File: src/hw/gas_alarm_cfg.svh
// constants for the gas alarm and safety interlock block
`ifndef GAS_ALARM_CFG_SVH
`define GAS_ALARM_CFG_SVH
`define GA_CLK_HZ        125000000
`define GA_HOLD_S        5
`define GA_HOLD_CYC      (`GA_CLK_HZ * `GA_HOLD_S)
`define GA_BLINK_MS      500
`define GA_BLINK_CYC     ((`GA_CLK_HZ / 1000) * `GA_BLINK_MS)
`define GA_NO_MARGIN     5
`define GA_NO2_MARGIN    1
`define GA_OFS_CTRL      4'h0
`define GA_OFS_NO_HI     4'h4
`define GA_OFS_NO_LO     4'h8
`define GA_OFS_NO2_HI    4'hc
`define GA_OFS_STATUS    5'h10
`define GA_CTRL_RST      32'h0000_0000
`define GA_NO_HI_RST     16'h0050
`define GA_NO_LO_RST     16'h0000
`define GA_NO2_HI_RST    16'h0005
`define GA_ST_HI_NO      0
`define GA_ST_LO_NO      1
`define GA_ST_HI_NO2     2
`define GA_ST_SHUT       3
`define GA_ST_OVR        4
`define GA_ST_CAUSE_NO2  5
`define GA_CTRL_FORCE_QUIET 0
`endif

File: src/hw/gas_alarm_pkg.sv
// types shared by the gas alarm block
`default_nettype none
package gas_alarm_pkg;
   typedef enum logic [1:0] {
      SAFE_NORMAL   = 2'b00,
      SAFE_SHUTOFF  = 2'b01,
      SAFE_OVERRIDE = 2'b10
   } safe_state_type;
   typedef enum logic [1:0] {
      DISP_READINGS = 2'b00,
      DISP_SHUTOFF  = 2'b01,
      DISP_OVERRIDE = 2'b10
   } disp_msg_type;
endpackage
`default_nettype wire

File: src/hw/gas_alarm_safety_interlock.sv
// alarm comparators, safety shutoff and override for the gas delivery unit
// Notes on behaviour
// - NO2 at or above upper threshold alarms
// - high alarm clears when threshold exceeds reading
// - NO at or above upper threshold alarms
// - NO at or below lower threshold alarms
// - low alarm clears when threshold below reading
// - NO five ppm over upper: shutoff, beep
// - NO2 one ppm over upper: shutoff, beep
// - shutoff display alternates message and readings
// - shutoff stops all delivery gas flow
// - NO shutoff: back plus silence five seconds
// - no override message before full hold
// - NO2 shutoff: both silence buttons five seconds
// - override display alternates message and readings
// - override resumes delivery despite exceeded threshold
// - power cycle clears override, restores safety
//
// Implementation choices: the Avalon-MM register port and the placing of the registers.
`timescale 1ns/1ps
`default_nettype none
`include "gas_alarm_cfg.svh"
module gas_alarm_safety_interlock
   import gas_alarm_pkg::*;
#(
   parameter int unsigned HOLD_CYC  = `GA_HOLD_CYC,
   parameter int unsigned BLINK_CYC = `GA_BLINK_CYC,
   parameter int unsigned PPM_W     = 16
) (
   input  wire logic              i_ref_clk,      // 125 MHz clock
   input  wire logic              i_arst_n,       // async reset, low
   input  wire logic [PPM_W-1:0]  i_no_ppm,       // displayed NO reading
   input  wire logic [PPM_W-1:0]  i_no2_ppm,      // displayed NO2 reading
   input  wire logic              i_btn_back,     // back button, high held
   input  wire logic              i_btn_sil_no,   // NO alarm silence button
   input  wire logic              i_btn_sil_no2,  // NO2 alarm silence button
   input  wire logic [3:0]        i_avs_address,  // word address
   input  wire logic              i_avs_read,     // read strobe
   input  wire logic              i_avs_write,    // write strobe
   input  wire logic [31:0]       i_avs_writedata,// write data
   input  wire logic [3:0]        i_avs_byteenable,// byte lanes
   output logic [31:0]            o_avs_readdata, // read data
   output logic                   o_avs_waitrequest,// stall
   output logic                   o_audible,      // buzzer on
   output logic                   o_visual,       // alarm lamp on
   output logic                   o_delivery_en,  // delivery valve open
   output logic [1:0]             o_disp_msg      // display selection
);
   localparam logic [PPM_W-1:0] NO_MARGIN  = PPM_W'(`GA_NO_MARGIN);
   localparam logic [PPM_W-1:0] NO2_MARGIN = PPM_W'(`GA_NO2_MARGIN);

   // byte merge serves at most two lanes of threshold
   if (PPM_W < 4 || PPM_W > 16) begin : g_bad_width
      $error("PPM_W out of range");
   end
   if (HOLD_CYC < 2 || BLINK_CYC < 2) begin : g_bad_count
      $error("counts too small");
   end

   // reading passes threshold by margin, without wrap
   function automatic logic over_by(input logic [PPM_W-1:0] rd,
                                    input logic [PPM_W-1:0] th,
                                    input logic [PPM_W-1:0] m);
      logic [PPM_W:0] lim;
      lim = {1'b0, th} + {1'b0, m};
      return {1'b0, rd} >= lim;
   endfunction

   // ---------------- register file ----------------
   logic [PPM_W-1:0] no_hi_reg, no_lo_reg, no2_hi_reg;
   logic             quiet_reg;
   logic             ack_reg;
   logic [31:0]      rdata_next;
   logic [31:0]      status_w;
   logic             acc;

   assign acc = (i_avs_read || i_avs_write) && !ack_reg;

   // one wait cycle, answer on the second edge
   always_ff @(posedge i_ref_clk or negedge i_arst_n) begin
      if (!i_arst_n) begin
         ack_reg <= 1'b0;
      end else begin
         ack_reg <= acc;
      end
   end

   always_ff @(posedge i_ref_clk or negedge i_arst_n) begin
      if (!i_arst_n) begin
         o_avs_waitrequest <= 1'b1;
      end else begin
         o_avs_waitrequest <= !acc;
      end
   end

   function automatic logic [PPM_W-1:0] merge(input logic [PPM_W-1:0] old,
                                              input logic [31:0] d,
                                              input logic [3:0] be);
      logic [31:0] w;
      w = {16'h0000, 16'(old)};
      if (be[0]) w[7:0] = d[7:0];
      if (be[1]) w[15:8] = d[15:8];
      return w[PPM_W-1:0];
   endfunction

   // thresholds are operator settings; the write takes effect on the ack edge
   always_ff @(posedge i_ref_clk or negedge i_arst_n) begin
      if (!i_arst_n) begin
         no_hi_reg  <= PPM_W'(`GA_NO_HI_RST);
         no_lo_reg  <= PPM_W'(`GA_NO_LO_RST);
         no2_hi_reg <= PPM_W'(`GA_NO2_HI_RST);
         quiet_reg  <= 1'b0;
      end else if (!o_avs_waitrequest && i_avs_write) begin
         case ({i_avs_address, 2'b00})
            6'(`GA_OFS_CTRL): begin
               if (i_avs_byteenable[0])
                  quiet_reg <= i_avs_writedata[`GA_CTRL_FORCE_QUIET];
            end
            6'(`GA_OFS_NO_HI):
               no_hi_reg <= merge(no_hi_reg, i_avs_writedata, i_avs_byteenable);
            6'(`GA_OFS_NO_LO):
               no_lo_reg <= merge(no_lo_reg, i_avs_writedata, i_avs_byteenable);
            6'(`GA_OFS_NO2_HI):
               no2_hi_reg <= merge(no2_hi_reg, i_avs_writedata,
                                   i_avs_byteenable);
            default: begin
            end
         endcase
      end
   end

   // ---------------- alarm comparators ----------------
   logic hi_no_reg, lo_no_reg, hi_no2_reg;
   logic shut_no_reg, shut_no2_reg;

   // registered compare: alarm follows threshold edits, so raising the
   // upper limit to reading+1 clears it in one cycle
   always_ff @(posedge i_ref_clk or negedge i_arst_n) begin
      if (!i_arst_n) begin
         hi_no_reg    <= 1'b0;
         lo_no_reg    <= 1'b0;
         hi_no2_reg   <= 1'b0;
         shut_no_reg  <= 1'b0;
         shut_no2_reg <= 1'b0;
      end else begin
         hi_no2_reg   <= i_no2_ppm >= no2_hi_reg;
         hi_no_reg    <= i_no_ppm >= no_hi_reg;
         lo_no_reg    <= i_no_ppm <= no_lo_reg;
         shut_no_reg  <= over_by(i_no_ppm, no_hi_reg, NO_MARGIN);
         shut_no2_reg <= over_by(i_no2_ppm, no2_hi_reg, NO2_MARGIN);
      end
   end

   // ---------------- safety state machine ----------------
   safe_state_type state_reg, state_next;
   logic           cause_no2_reg;
   logic [31:0]    hold_cnt_reg;
   logic           hold_pair;
   logic           hold_done;

   // which pair of buttons depends on the gas that tripped the shutoff
   assign hold_pair = cause_no2_reg ? (i_btn_sil_no && i_btn_sil_no2)
                                    : (i_btn_back && i_btn_sil_no);
   assign hold_done = hold_cnt_reg == HOLD_CYC - 1;

   // counter clears on any release so a broken hold never accumulates
   always_ff @(posedge i_ref_clk or negedge i_arst_n) begin
      if (!i_arst_n) begin
         hold_cnt_reg <= '0;
      end else if (state_reg != SAFE_SHUTOFF || !hold_pair) begin
         hold_cnt_reg <= '0;
      end else if (!hold_done) begin
         hold_cnt_reg <= hold_cnt_reg + 32'h0000_0001;
      end
   end

   always_comb begin
      state_next = state_reg;
      case (state_reg)
         SAFE_NORMAL:
            if (shut_no_reg || shut_no2_reg) state_next = SAFE_SHUTOFF;
         SAFE_SHUTOFF:
            if (hold_pair && hold_done) state_next = SAFE_OVERRIDE;
         SAFE_OVERRIDE:
            state_next = SAFE_OVERRIDE;  // only reset leaves
         default:
            state_next = SAFE_SHUTOFF;
      endcase
   end

   // override latches until power cycle; shutoff is also latched so the
   // operator must act rather than the flow restarting on a noisy dip
   always_ff @(posedge i_ref_clk or negedge i_arst_n) begin
      if (!i_arst_n) begin
         state_reg <= SAFE_NORMAL;
      end else begin
         state_reg <= state_next;
      end
   end

   always_ff @(posedge i_ref_clk or negedge i_arst_n) begin
      if (!i_arst_n) begin
         cause_no2_reg <= 1'b0;
      end else if (state_reg == SAFE_NORMAL && state_next == SAFE_SHUTOFF) begin
         cause_no2_reg <= !shut_no_reg;
      end
   end

   // ---------------- display alternation ----------------
   logic [31:0] blink_cnt_reg;
   logic        phase_reg;

   always_ff @(posedge i_ref_clk or negedge i_arst_n) begin
      if (!i_arst_n) begin
         blink_cnt_reg <= '0;
         phase_reg     <= 1'b0;
      end else if (state_reg == SAFE_NORMAL) begin
         blink_cnt_reg <= '0;
         phase_reg     <= 1'b0;
      end else if (blink_cnt_reg == BLINK_CYC - 1) begin
         blink_cnt_reg <= '0;
         phase_reg     <= !phase_reg;
      end else begin
         blink_cnt_reg <= blink_cnt_reg + 32'h0000_0001;
      end
   end

   // ---------------- outputs ----------------
   logic alarm_any;
   assign alarm_any = hi_no_reg || lo_no_reg || hi_no2_reg;

   always_ff @(posedge i_ref_clk or negedge i_arst_n) begin
      if (!i_arst_n) begin
         o_audible     <= 1'b0;
         o_visual      <= 1'b0;
         o_delivery_en <= 1'b0;
         o_disp_msg    <= DISP_READINGS;
      end else begin
         o_visual      <= alarm_any;
         // quiet mutes plain alarms only; a shutoff always beeps
         o_audible     <= (!quiet_reg && alarm_any) ||
                          state_reg == SAFE_SHUTOFF;
         o_delivery_en <= state_reg != SAFE_SHUTOFF;
         case (state_reg)
            SAFE_SHUTOFF:
               o_disp_msg <= phase_reg ? DISP_READINGS : DISP_SHUTOFF;
            SAFE_OVERRIDE:
               o_disp_msg <= phase_reg ? DISP_READINGS : DISP_OVERRIDE;
            default:
               o_disp_msg <= DISP_READINGS;
         endcase
      end
   end

   always_comb begin
      status_w = 32'h0000_0000;
      status_w[`GA_ST_HI_NO]     = hi_no_reg;
      status_w[`GA_ST_LO_NO]     = lo_no_reg;
      status_w[`GA_ST_HI_NO2]    = hi_no2_reg;
      status_w[`GA_ST_SHUT]      = state_reg == SAFE_SHUTOFF;
      status_w[`GA_ST_OVR]       = state_reg == SAFE_OVERRIDE;
      status_w[`GA_ST_CAUSE_NO2] = cause_no2_reg;
      case ({i_avs_address, 2'b00})
         6'(`GA_OFS_CTRL):   rdata_next = {31'h0, quiet_reg};
         6'(`GA_OFS_NO_HI):  rdata_next = 32'(no_hi_reg);
         6'(`GA_OFS_NO_LO):  rdata_next = 32'(no_lo_reg);
         6'(`GA_OFS_NO2_HI): rdata_next = 32'(no2_hi_reg);
         6'(`GA_OFS_STATUS): rdata_next = status_w;
         default:            rdata_next = 32'h0000_0000;
      endcase
   end

   always_ff @(posedge i_ref_clk or negedge i_arst_n) begin
      if (!i_arst_n) begin
         o_avs_readdata <= 32'h0000_0000;
      end else if (acc && i_avs_read) begin
         o_avs_readdata <= rdata_next;
      end
   end

   // ---------------- assertions ----------------
   a_no2_hi_alarm: assert property (
      @(posedge i_ref_clk) disable iff (!i_arst_n)
      (i_no2_ppm >= no2_hi_reg) |=> ##1 o_visual)
      else $error("NO2 high alarm missing");
   a_hi_clear: assert property (
      @(posedge i_ref_clk) disable iff (!i_arst_n)
      (i_no_ppm < no_hi_reg && i_no_ppm > no_lo_reg && i_no2_ppm < no2_hi_reg)
      |=> ##1 !o_visual)
      else $error("alarm did not clear");
   a_no_hi_alarm: assert property (
      @(posedge i_ref_clk) disable iff (!i_arst_n)
      (i_no_ppm >= no_hi_reg) |=> hi_no_reg)
      else $error("NO high alarm missing");
   a_no_lo_alarm: assert property (
      @(posedge i_ref_clk) disable iff (!i_arst_n)
      (i_no_ppm <= no_lo_reg) |=> lo_no_reg)
      else $error("NO low alarm missing");
   a_shut_entry: assert property (
      @(posedge i_ref_clk) disable iff (!i_arst_n)
      (state_reg == SAFE_NORMAL && (shut_no_reg || shut_no2_reg))
      |=> state_reg == SAFE_SHUTOFF ##1 !o_delivery_en)
      else $error("shutoff not entered");
   a_no_early_ovr: assert property (
      @(posedge i_ref_clk) disable iff (!i_arst_n)
      (state_reg == SAFE_SHUTOFF && hold_cnt_reg < HOLD_CYC - 1)
      |=> state_reg != SAFE_OVERRIDE)
      else $error("override before hold elapsed");
   a_hold_restart: assert property (
      @(posedge i_ref_clk) disable iff (!i_arst_n)
      (state_reg == SAFE_SHUTOFF && !hold_pair) |=> hold_cnt_reg == 0)
      else $error("hold timer not restarted");
   a_ovr_flow: assert property (
      @(posedge i_ref_clk) disable iff (!i_arst_n)
      (state_reg == SAFE_OVERRIDE)
      |=> o_delivery_en && o_disp_msg != DISP_SHUTOFF)
      else $error("override flow or display wrong");
   // integer readings: exceeding by one ppm means strictly above
   a_no2_trip: assert property (
      @(posedge i_ref_clk) disable iff (!i_arst_n)
      (i_no2_ppm > no2_hi_reg) |=> shut_no2_reg)
      else $error("NO2 shutoff compare missing");
   a_shut_no_flow: assert property (
      @(posedge i_ref_clk) disable iff (!i_arst_n)
      (state_reg == SAFE_SHUTOFF) |=> !o_delivery_en)
      else $error("gas flows during shutoff");
   a_shut_beep: assert property (
      @(posedge i_ref_clk) disable iff (!i_arst_n)
      (state_reg == SAFE_SHUTOFF) |=> o_audible)
      else $error("shutoff without audible alarm");
   a_shut_disp: assert property (
      @(posedge i_ref_clk) disable iff (!i_arst_n)
      (state_reg == SAFE_SHUTOFF && !phase_reg)
      |=> o_disp_msg == DISP_SHUTOFF)
      else $error("shutoff message missing");
   a_ovr_msg: assert property (
      @(posedge i_ref_clk) disable iff (!i_arst_n)
      (state_reg == SAFE_OVERRIDE && !phase_reg)
      |=> o_disp_msg == DISP_OVERRIDE)
      else $error("override message missing");
   a_ovr_latch: assert property (
      @(posedge i_ref_clk) disable iff (!i_arst_n)
      (state_reg == SAFE_OVERRIDE) |=> state_reg == SAFE_OVERRIDE)
      else $error("override left without power cycle");
   a_wrong_pair: assert property (
      @(posedge i_ref_clk) disable iff (!i_arst_n)
      (state_reg == SAFE_SHUTOFF && !hold_pair)
      |=> state_reg == SAFE_SHUTOFF)
      else $error("override without the button pair");
endmodule
`default_nettype wire

File: config.mk
export PLATFORM = sky130hd
export DESIGN_NAME = gas_alarm_safety_interlock
export DESIGN_NICKNAME = d
export VERILOG_FILES = /design/src/hw/gas_alarm_pkg.sv /design/src/hw/gas_alarm_safety_interlock.sv
export VERILOG_INCLUDE_DIRS = /design/src /design/src/hw
export SDC_FILE = /design/constraint.sdc
export NUM_CORES = 1
export LEC_CHECK = 0
export ABC_AREA = 1
export BUFFER_PORTS_ARGS = -buffer_cell sky130_fd_sc_hd__buf_2
export CORE_MARGIN = 8
export CORE_UTILIZATION = 60
export DETAILED_ROUTE_END_ITERATION = 12
export PLACE_DENSITY = 0.92
export SYNTH_ARGS = -nofsm -noshare
export SYNTH_HDL_FRONTEND = slang
export SYNTH_SLANG_ARGS = --single-unit
File: constraint.sdc
create_clock -name i_ref_clk -period 2.7 [get_ports i_ref_clk]
set_input_delay 0.135 -clock i_ref_clk [delete_from_list [all_inputs] [get_ports i_ref_clk]]
set_output_delay 0.135 -clock i_ref_clk [all_outputs]
set_load 0.02 [all_outputs]
After elaboration in Yosys (flattened, before gate mapping):

Cells that the tools add are included.

* bits in registers: 161
* bits in latches: 0
* bits in writable memories: 0
* ROM bits: 0
* input port bits: 79
* output and inout port bits: 38
* word-level logic and storage cells: 89
* memories: 0

* add/subtract/negate cells: 4
* multiply operators: 0
* div/mod/pow operators: 0
* magnitude comparators: 5
* eq/ne operators: 11
* shift operators: 0
* muxes and demuxes: 14
* bitwise logic cells: 0
* reduce and logical (&&, ||, !) cells: 31

Operator list (number)
* 32-bit two-way mux: 4
* 16-bit case mux with 5 select lines: 1
* 32-bit by 1-bit adder with 32-bit output (second input constant): 2
* 16-bit by 17-bit >= comparator with 1-bit output: 2
* 32-bit by 26-bit == test with 1-bit output (second input constant): 1
* 32-bit by 30-bit == test with 1-bit output (second input constant): 1
* 16-bit >= comparator: 2
* 3-bit AND reduction: 7
* 16-bit by 1-bit adder with 17-bit output (second input constant): 1
* 16-bit by 3-bit adder with 17-bit output (second input constant): 1
* 16-bit less-or-equal comparator: 1
* 4-bit by 2-bit == test with 1-bit output (second input constant): 2
* 1-bit logical AND: 8
* 1-bit zero test: 7
* 1-bit logical OR: 6
* 2-bit two-way mux: 3
* 2-bit case mux with 3 select lines: 1
* 2-bit by 1-bit == test with 1-bit output (second input constant): 2
* 4-bit by 1-bit == test with 1-bit output (second input constant): 1
* 4-bit by 3-bit == test with 1-bit output (second input constant): 1
* 4-bit zero test: 1
* 1-bit two-way mux: 4
* 2-bit by 1-bit != test with 1-bit output (second input constant): 2
* 2-bit case mux with 2 select lines: 1
* other kinds (3): 3

Depth between registers and ports, before layout:

Gate-level depths: netlist (run 1).

* word-level depth: 7
* depth in mapped cells: 15
* gate-level depth less buffers: 15

Worst setup path before layout (run 1):

No wires, ideal clock.

* path type: register to register
* start: register no2_hi_reg[0]
* end: register shut_no2_reg
* setup time: 125 ps
* arrival: 2125 ps
* data required time: 2575 ps
* setup slack: 450 ps
* stages on the path, launching flop included: 13
* path buffers: 0
* period minus slack after synthesis: 2250 ps
* cells stage by stage: dfstp_2 > ha_1 > nand3_1 > nor3_4 > nand2_1 > nor2_1 > xor2_1 > ha_1 > a21oi_1 > nand3b_1 > nand3_1 > nor2_1 > nand3_1

* word-level cells in the longest chain between the ends: 2

Ends and longest elaborated chain
* start, declared: RTL line gas_alarm_safety_interlock.sv:70 `logic [PPM_W-1:0] no_hi_reg, no_lo_reg, no2_hi_reg;`
* start signal, assigned: RTL line gas_alarm_safety_interlock.sv:111 `` no2_hi_reg <= PPM_W'(`GA_NO2_HI_RST); ``
* start signal, assigned: RTL line gas_alarm_safety_interlock.sv:124 `no2_hi_reg <= merge(no2_hi_reg, i_avs_writedata,`
* 16-bit by 1-bit adder with 17-bit output: RTL line gas_alarm_safety_interlock.sv:65 `lim = {1'b0, th} + {1'b0, m};`
* 16-bit by 17-bit >= comparator with 1-bit output: RTL line gas_alarm_safety_interlock.sv:66 `return {1'b0, rd} >= lim;`
* end signal, assigned: RTL line gas_alarm_safety_interlock.sv:150 `shut_no2_reg <= over_by(i_no2_ppm, no2_hi_reg, NO2_MARGIN);`
* end, declared: RTL line gas_alarm_safety_interlock.sv:134 `logic shut_no_reg, shut_no2_reg;`

Every way passes these cells.
A chain may end at the register's enable or synchronous reset.

Worst setup path after layout (run 1):

Same ends and word-level chain as after synthesis.

==> results of run 1 <==
==> per-layer routing <==
metal	share of wire (%)	routed length [um]	vias to the layer above	GRT usage, %
met5	0.038	10	-	0
met4	3.6	940	2	12.05
met3	8.3	2182	89	5.249
met2	49	12750	455	43.12
met1	39	10310	4252	31.24
li1	-	-	4373	-
==> layout make-up <==
type	instances	area, um2	share of cell area (%)
sequential	145	3635	32.52
inverter	173	649.4	5.811
clock inverter	13	182.7	1.635
timing repair buffer	92	509.2	4.557
clock buffer	19	452.9	4.053
tap	220	275.3	2.463
multi-input combinational	940	5472	48.96
==> stage by stage <==
step           setup WS (ns)  hold slack (ns)  TNS (ns)  utilization, %
3_5_place_dp          0.1810          0.06679         0           64.27
4_1_cts               0.1648         0.005091         0           68.28
2_1_floorplan         0.4502          -0.1606         0               -
5_1_grt             -0.04359          0.02155  -0.04359           68.36
3_3_place_gp          0.2782          0.06059         0           64.27
6_report              0.1084          0.01463         0           68.36
==> critical path, cell delays in order (launching register included) <==
cell and delay (ns):
dfstp_2 0.57, ha_1 0.22, nand3_2 0.17, nor3_4 0.30, nand2_1 0.14, nor2_1 0.13, xor2_1 0.08, ha_1 0.32
nand4_1 0.12, nor4_1 0.29, nand2_1 0.09, nand3_1 0.08
==> synthesized netlist by cell type, drive strengths merged <==
| master | instances | area share (%) |
|---|---|---|
| a21boi | 2 | 0.15 |
| a21o | 1 | 0.076 |
| a21oi | 57 | 2.9 |
| a31oi | 2 | 0.13 |
| buf | 25 | 1.7 |
| clkbuf | 7 | 0.27 |
| clkinv | 1 | 0.038 |
| conb | 1 | 0.038 |
| dfrtp | 140 | 35 |
| dfstp | 5 | 1.3 |
| ha | 88 | 11 |
| inv | 172 | 6.5 |
| mux2 | 8 | 0.91 |
| nand2 | 257 | 10 |
| nand3 | 60 | 3.2 |
| nand3b | 9 | 0.68 |
| nand4 | 35 | 2.2 |
| nor2 | 159 | 6.7 |
| nor3 | 59 | 4.1 |
| nor3b | 5 | 0.43 |
| nor4 | 9 | 0.85 |
| o2111ai | 5 | 0.44 |
| o211ai | 1 | 0.076 |
| o21a | 2 | 0.15 |
| o21ai | 100 | 5.1 |
| o21bai | 2 | 0.15 |
| o221ai | 3 | 0.27 |
| o22ai | 8 | 0.51 |
| or2 | 2 | 0.13 |
| or3 | 1 | 0.063 |
| xnor2 | 4 | 0.35 |
| xor2 | 45 | 4.0 |
==> repair_timing <==
action,in CTS,in global routing
gates resized for setup,0,1
hold endpoints to repair,40,0
setup buffers,0,1
endpoints found under the setup margin,0,1
hold buffers,2,0
==> path summary, 6_finish.rpt <==
kind	cells past startpoint	start	to	slack [ns]
max	11	no2_hi_reg[0]	shut_no2_reg	0.11
min	3	i_avs_read	ack_reg	0.01
max reg2reg	11	no2_hi_reg[0]	shut_no2_reg	0.11
min reg2reg	1	ack_reg	ack_reg	0.43
max in group asynchronous	3	i_arst_n	no_hi_reg[4]	1.68
min in group asynchronous	2	i_arst_n	blink_cnt_reg[14]	0.18
==> cells in the final DEF, fill, tap and decap left out, types with 3 or more instances in the layout <==
master / count
dfstp_2: 5
nor3_4: 3
nor3b_1: 4
nand3b_1: 9
buf_2: 81
clkinv_2: 4
nor4_1: 6
o2111ai_1: 5
bufinv_16: 4
ha_1: 88
conb_1: 16
nor3_2: 15
inv_2: 8
inv_1: 164
nand2_1: 250
dfrtp_1: 140
a21oi_1: 56
nand4_1: 35
o22ai_1: 8
nor3_1: 41
nor2_1: 142
o21ai_0: 94
nor2_4: 4
xnor2_1: 4
xor2_1: 45
mux2_2: 6
buf_4: 7
o221ai_1: 3
clkbuf_16: 17
nand2_2: 6
nor2_2: 13
o21ai_1: 5
nand3_1: 57
==> cells by family after synthesis <==
group / Yosys count / synth area share [%]
AO/OA/AOI/OAI: 183 / 9.968
XOR/XNOR: 49 / 4.339
adder cells (fa/ha/maj): 88 / 11.13
buffers and inverters: 205 / 8.552
flip-flops: 145 / 36.75
multiplexers: 8 / 0.9108
other: 1 / 0.03791
AND/OR/NAND/NOR: 596 / 28.31
==> power by group <==
| group | internal (mW) | leakage [nW] | switching, mW |
|---|---|---|---|
| combinational | 0.403 | 2.89 | 0.682 |
| clock | 1.60 | 0.313 | 0.932 |
| sequential | 2.32 | 1.93 | 0.137 |
| total | 4.32 | 5.13 | 1.75 |
==> results.txt, run 1 <==
----------------------------------------------------
[Worst setup path]
  Crit path capture type ... register
  WS Path Type ... register to register
  Kind of start point of the critical path ... register
  Data required time of the critical path ... a little over 3 ns
  Maximum fanout encountered on the critical timing path ... 5
  Arrival time worst endpoint ... 2.96 ns

[STA]
  Largest clock skew in the final design ... roughly 0.0067 ns
  Final Max Slew Viols ... 0
  Endpoints failing hold ... 0
  Number of setup violations in the final report ... 0
  Slew at the pin closest to its max-slew limit ... 0.5738 ns
  Max Fclk ... around 0.39 GHz
  Tmin final ... 2.592 ns
  Tcrit/Tclk final ... a little over nine tenths
  Headroom to the max-slew limit ... about three fifths

[Yosys]
  Gate count after technology mapping ... around 1300
  Count of yosys warnings during synthesis ... 0
  Post-Syn Area per Cell ... 7.757 um2
  Post-synthesis instance area ... approximately 9900 um2
  Post-synth cell types ... 51
  Part of the Yosys area used for sequential elements ... ~37%
  Flip-flop and latch count after synthesis ... 145

[Placement]
  Estimated wirelength of the detail-placed design ... about 20000 um
  Placed Area ... between 10000 and 15000 um2
  RD Place Congestion ... 0.9630
  Quantity of I/O buffers inserted on ports ... slightly above 80
  Number of placed cells counting well taps ... about 1600

[Power and ir drop]
  Sum of internal, switching and leakage power ... 6.074 mW
  Cell leakage power ... around 5 nW
  Worst vdd rail ir drop ... roughly 0.59 mV
  PwrDens ... around 540 nW/um2

[Die]
  DIE AREA ... around 21000 um2
  Y dimension of the die ... between 100 and 150 um
  Die Wd ... 144.4 um
  Core Area ... about 16000 um2
  # IOs ... 117
  Number of standard-cell rows in the floorplan ... 47
  Starting Density ... between 60% and 70%

[Global route]
  Antenna violations before repair ... 1
  Via count of the first global-routing pass ... roughly 9000
  Global router's overall resource usage ... about 26%
  GR Overflow Total ... 0
  Maximum number of pins on one net before global-route repair ... a little under 70
  Global-route wire length before repair ... 42150 um

[Hold path]
  Min-delay worst type ... input pin to register

[Final layout]
  Filler Cells Inserted ... 1349
  Fraction of final layout cells with drive strength greater than 1 ... about 14%
  Growth of design area from synthesis to finish ... 12.99%
  Final layout net count ... about 1500
  Final non-filler cell total ... ~1600
  ANT cells ... 0
  Final standard cell area without fillers ... 11180 um2

[Route]
  Count of antenna-violating nets left after detailed routing ... 0
  Average via count per standard cell ... around 5.7
  First-pass DRT Iterations ... 7
  Total wire length ... between 20000 and 30000 um
  Initial drt markers ... 797
  Remaining routing DRC violations ... 0
  Routed length per instance ... around 16 um
  Count of vias placed by the detailed router ... a little over 9000

[Clock network]
  Number of clock buffers inserted by TritonCTS ... 17
  # H-tree levels ... 4
  CTS Root Buffer Type ... clkbuf_16
  Clock tree from TritonCTS ... built
  Clock latency at the later pin of the worst-skew pair ... 0.43 ns
  Clock edge transition at the registers on the reported setup and hold paths ... 0.06 ns
  Max Root-Sink Buffers ... 2
  Clock sinks ... 145

[Run]
  Number of maximum-capacitance violations ... 0

[Outcome]
  Status ... finished clean

----------------------------------------------------
No activity file was read; power rests on OpenSTA's default activity.
==> run 2, diff against run 1 <==
RECOVER_POWER = 25   (was default)
clock period = 2.5 ns   (was 2.7 ns; I/O delays follow)
==> results.txt, run 2 (same netlist as run 1, synthesis figures left out) <==
----------------------------------------------------
[Outcome]
  Status ... finished with violations
  Violated checks ... max-capacitance violations, max-slew violations, negative setup slack

[Placement]
  Setup Slack @ Placement ... -0.02139 ns
  RD Place Congestion ... approximately 0.96
  Estimated wirelength of the detail-placed design ... 20050 um
  Quantity of I/O buffers inserted on ports ... between 80 and 90
  Number of placed cells counting well taps ... approximately 1600

[STA]
  Worst-case setup margin in the final layout ... -0.05062 ns
  Number of setup violations in the final report ... 1
  Final Max Slew Viols ... 61
  Largest clock skew in the final design ... ~0.011 ns
  Headroom to the max-slew limit ... -1.129%
  Slew at the pin closest to its max-slew limit ... 1.517 ns
  Tmin final ... 2.551 ns
  Max Fclk ... around 0.4 GHz
  Endpoints failing hold ... 0
  Unrepaired setup endpoints after global routing ... yes
  Tcrit/Tclk final ... 102.0%

[Worst setup path]
  Data required time of the critical path ... ~2.8 ns
  Arrival time worst endpoint ... about 2.9 ns
  Crit path capture type ... register
  Cell depth of the worst flop-to-flop path ... 12
  Register-to-register path setup slack ... -0.05 ns
  Kind of start point of the critical path ... register
  Maximum fanout encountered on the critical timing path ... 4
  WS Path Type ... register to register

[Route]
  Count of antenna-violating nets left after detailed routing ... 0
  Count of vias placed by the detailed router ... roughly 9300
  Initial drt markers ... ~850
  Total wire length ... around 27000 um
  Remaining routing DRC violations ... 0
  Average via count per standard cell ... roughly 5.8
  First-pass DRT Iterations ... 8
  Routed length per instance ... ~17 um

[Final layout]
  Commonest non-fill, non-tap cell in the layout ... nand2_1
  Final layout net count ... 1546
  Final non-filler cell total ... about 1600
  Commonest cells after routing, fill and taps aside ... nand2_1 (248), inv_1 (164), dfrtp_1 (140)
  Growth of design area from synthesis to finish ... 13.38%
  Fraction of final layout cells with drive strength greater than 1 ... between 10% and 20%
  ANT cells ... 0

[Clock network]
  Clock sinks ... 145
  # H-tree levels ... 4
  Clock latency at the later pin of the worst-skew pair ... around 0.43 ns
  CTS Root Buffer Type ... clkbuf_16
  Max Root-Sink Buffers ... 2
  Clock edge transition at the registers on the reported setup and hold paths ... ~0.070 ns
  Number of clock buffers inserted by TritonCTS ... 17
  Clock tree from TritonCTS ... built

[Die]
  Core Area ... roughly 16000 um2
  DIE AREA ... 20850 um2
  Starting Density ... 60.50%
  Number of standard-cell rows in the floorplan ... 47
  # IOs ... 117
  Die Wd ... 144.4 um
  Y dimension of the die ... approximately 140 um

[Global route]
  Antenna violations before repair ... 1
  Via count of the first global-routing pass ... around 9300
  Maximum number of pins on one net before global-route repair ... a little over 60
  Global-route wire length before repair ... between 40000 and 50000 um
  Global router's overall resource usage ... a little over a quarter
  GR Overflow Total ... 0

[Power and ir drop]
  PwrDens ... 561.4 nW/um2
  Worst vdd rail ir drop ... 0.5676 mV
  Cell leakage power ... between 5 and 6 nW

[Run]
  Number of maximum-capacitance violations ... 1

[Hold path]
  Min-delay worst type ... input pin to register
  Instance count along the most critical hold path ... 3

----------------------------------------------------
==> run 2: cell types whose count changed in the layout (fill, tap and decap cells not counted), moves of 2 or more <==
cell	before	now
nor2_4	4	6
buf_4	7	15
nor2_1	142	139
nand2_1	250	248
nand2_2	6	8
inv_6	2	0
clkinvlp_4	1	3
nand3_2	2	4
bufinv_16	4	1
clkbuf_1	0	2
nand3_1	57	55
==> run 2: final timing paths <==
path	start	endpoint
max	no2_hi_reg[0]	shut_no2_reg
max reg2reg	no2_hi_reg[0]	shut_no2_reg
min	i_avs_writedata[15]	no2_hi_reg[15]
min in group asynchronous	i_arst_n	blink_cnt_reg[15]
min reg2reg	ack_reg	ack_reg
max in group asynchronous	i_arst_n	no_hi_reg[11]
==> run 2: final cells by class <==
cell class	count	area (um2)
timing repair buffer	102	564.3
fill	1306	5134
sequential	145	3635
multi-input combinational	940	5534
inverter	173	649.4
tap	220	275.3
clock inverter	10	86.33
clock buffer	21	470.5
==> run 2: what timing repair did <==
action                                  CTS  global route
hold buffers                              3             0
pin swaps                                 3             9
gates resized for setup                   4            12
endpoints found under the hold margin    58             0
buffers inserted                          3             4
endpoints found under the setup margin    2             2
==> run 2: where the power goes <==
group          switching, mW  internal [mW]
Sequential             0.155           2.51
Combinational          0.765          0.452
Clock                  0.982           1.43
Total                   1.90           4.39
==> run 2: routing by layer <==
layer	routed length, um	GRT usage (%)	part of all wire, %	up-vias
met5	12	0	0.044	-
met4	1217	13.31	4.5	2
met3	2022	6.207	7.5	110
met2	13140	44.38	48	452
met1	10710	31.85	40	4353
li1	-	-	-	4403
==> run 2: worst max-delay path, cell delays in order (launching register included) <==
cell	delay, ns
dfstp_2	0.60
ha_4	0.17
nand3_2	0.13
nor3_4	0.25
buf_4	0.17
xor2_1	0.16
ha_1	0.28
a21oi_1	0.14
o21ai_0	0.10
a21oi_1	0.13
nor2_1	0.08
nor2_2	0.12
nand3_1	0.09
==> run 2: stage by stage <==
step | utilization [%] | TNS, ns | hold WS [ns] | power [mW] | instance area (um2)
floorplan | - | 0 | -0.1706 | 3.438 | 9947
global placement | 64.41 | 0 | 0.1359 | 3.765 | 10530
detailed placement | 64.41 | -0.04190 | 0.1431 | 3.848 | 10530
CTS | 68.23 | 0 | 0.009142 | 6.274 | 11150
global route | 68.60 | -3.357 | 0.02707 | 6.601 | 11210
finish | 68.60 | -0.05062 | 0.008936 | 6.296 | 11210
==> run 3, diff against run 2 <==
CORE_UTILIZATION = 36   (was 60)
PLACE_DENSITY = 0.64   (was 0.92)
RECOVER_POWER = 50   (was 25)
==> results.txt, run 3 (same netlist as run 1, synthesis figures left out) <==
----------------------------------------------------
[Outcome]
  Status ... finished clean

[Final layout]
  Commonest non-fill, non-tap cell in the layout ... nand2_1
  Fraction of final layout cells with drive strength greater than 1 ... ~15%
  Final non-filler cell total ... between 1500 and 2000
  Growth of design area from synthesis to finish ... 16.02%
  Final layout net count ... approximately 1600
  Commonest cells after routing, fill and taps aside ... nand2_1 (248), inv_1 (162), nor2_1 (140), dfrtp_1 (140), o21ai_0 (94)

[Worst setup path]
  Launching element of the worst setup path ... no2_hi_reg[0]
  Arrival time worst endpoint ... between 2 and 3 ns
  Maximum fanout encountered on the critical timing path ... 5
  Register-to-register path setup slack ... a little over 0.08 ns
  WS Path Type ... register to register
  Kind of start point of the critical path ... register
  Cell depth of the worst flop-to-flop path ... 12
  Reg-to-reg critical path startpoint ... no2_hi_reg[0]
  Crit path capture type ... register
  Worst setup endpoint ... shut_no2_reg
  Reg2Reg Capture Point ... shut_no2_reg
  Data required time of the critical path ... 2.87 ns

[Placement]
  Estimated wirelength of the detail-placed design ... between 20000 and 25000 um
  RD Place Congestion ... roughly 0.88
  Number of placed cells counting well taps ... around 1700
  Quantity of I/O buffers inserted on ports ... approximately 80

[Route]
  First-pass DRT Iterations ... 5
  Total wire length ... about 27000 um
  Average via count per standard cell ... around 5
  Remaining routing DRC violations ... 0
  Count of antenna-violating nets left after detailed routing ... 0
  Routed length per instance ... approximately 16 um
  Count of vias placed by the detailed router ... just under 9000
  Initial drt markers ... approximately 550

[Clock network]
  # H-tree levels ... 4
  Clock tree from TritonCTS ... built
  CTS Root Buffer Type ... clkbuf_16
  Clock sinks ... roughly 150
  Clock latency at the later pin of the worst-skew pair ... about 0.43 ns
  Clock edge transition at the registers on the reported setup and hold paths ... approximately 0.060 ns
  Max Root-Sink Buffers ... 2
  Number of clock buffers inserted by TritonCTS ... 17

[STA]
  Final Max Slew Viols ... 0
  Final total negative setup slack ... 0 ns
  Unrepaired setup endpoints after global routing ... yes
  Slew at the pin closest to its max-slew limit ... approximately 1.3 ns
  Tcrit/Tclk final ... between 90% and 100%
  Headroom to the max-slew limit ... approximately 15%
  Tmin final ... between 2 and 2.5 ns
  Endpoints failing hold ... 0
  Number of setup violations in the final report ... 0
  Max Fclk ... around 0.41 GHz
  Largest clock skew in the final design ... ~0.0073 ns

[Global route]
  Global router's overall resource usage ... between 10% and 20%
  GR Overflow Total ... 0
  Global-route wire length before repair ... about 44000 um
  Via count of the first global-routing pass ... just under 9000
  Maximum number of pins on one net before global-route repair ... 55
  Antenna violations before repair ... 3

[Die]
  Die Wd ... 181.8 um
  Core Area ... about 27000 um2
  Starting Density ... a little under two fifths
  # IOs ... ~120
  Number of standard-cell rows in the floorplan ... 60
  DIE AREA ... around 33000 um2
  Y dimension of the die ... roughly 180 um

[Power and ir drop]
  Worst vdd rail ir drop ... about 0.40 mV
  Sum of internal, switching and leakage power ... roughly 6.5 mW
  Cell leakage power ... about 5.2 nW
  PwrDens ... between 500 and 600 nW/um2

[Hold path]
  Min-delay worst type ... input pin to register

[Run]
  Number of maximum-capacitance violations ... 0

----------------------------------------------------
run 3: cell types whose count changed in the layout (fill, tap and decap cells not counted), sizes merged:
cell         previous run  this run
clkbuf                 24        33
buf                    96        89
dlygate4sd3             3         8
bufinv                  1         3
clkinv                  7         5
diode                   0         2
run 3: worst max-delay path, stage by stage (launching register included):
cell and delay, ns:
dfstp_2 0.60, nand3_2 0.13, nor2_4 0.17, nand4_1 0.18, buf_4 0.18, xor2_1 0.13, inv_1 0.06, ha_1 0.29
nand2_1 0.07, nor2_1 0.10, nand4_1 0.15, nand3b_1 0.20, nand3_1 0.09
run 3: layer usage:
metal	up-vias	track usage, %	part of all wire [%]
li1	4407	-	-
met1	4141	20.42	45
met2	203	28.34	48
met3	39	3.772	4.5
met4	2	5.215	2.0
met5	-	0	0.044
run 3: worst min-delay path by stage:
stage | start | endpoint | cells after the start
global placement | i_arst_n | blink_cnt_reg[14] | 1
CTS | i_avs_writedata[11] | no_lo_reg[11] | 3
global route | i_avs_writedata[11] | no_lo_reg[11] | 3
floorplan | i_arst_n | ack_reg | 0
finish | i_avs_writedata[14] | no2_hi_reg[14] | 3
detailed placement | i_arst_n | blink_cnt_reg[14] | 1
run 3: timing repair:
| action | in CTS | in global routing |
|---|---|---|
| hold buffers | 8 | 0 |
| pin swaps | 1 | 10 |
| hold endpoints to repair | 58 | 0 |
| gates resized for setup | 1 | 17 |
| setup buffers | 2 | 5 |
| setup endpoints to repair | 1 | 2 |
run 3: cell type report:
type	instances	area, um2
Timing Repair Buffer	108	611.8
Antenna cell	2	5.005
Fill cell	2719	15480
Tap cell	341	426.7
Clock inverter	10	132.6
Sequential cell	145	3635
Inverter	173	649.4
Multi-Input combinational cell	940	5540
Clock buffer	22	474.2
run 3: per-stage QoR:
step / cell area (um2) / util (%) / hold slack [ns] / worst slack, ns
finish: 11470 / 42.58 / 0.01493 / 0.08041
global route: 11470 / 42.57 / 0.03313 / -0.02588
CTS: 11400 / 42.28 / 0.007616 / 0.003394
detailed placement: 10690 / 39.66 / 0.1003 / 0.002773
global placement: 10690 / 39.66 / 0.09255 / 0.1091
floorplan: 9947 / - / -0.1706 / 0.2502
run 3: power breakdown:
group | total (mW) | switching (mW) | internal [mW]
clock | 2.66 | 1.02 | 1.64
sequential | 2.66 | 0.153 | 2.51
combinational | 1.19 | 0.740 | 0.448
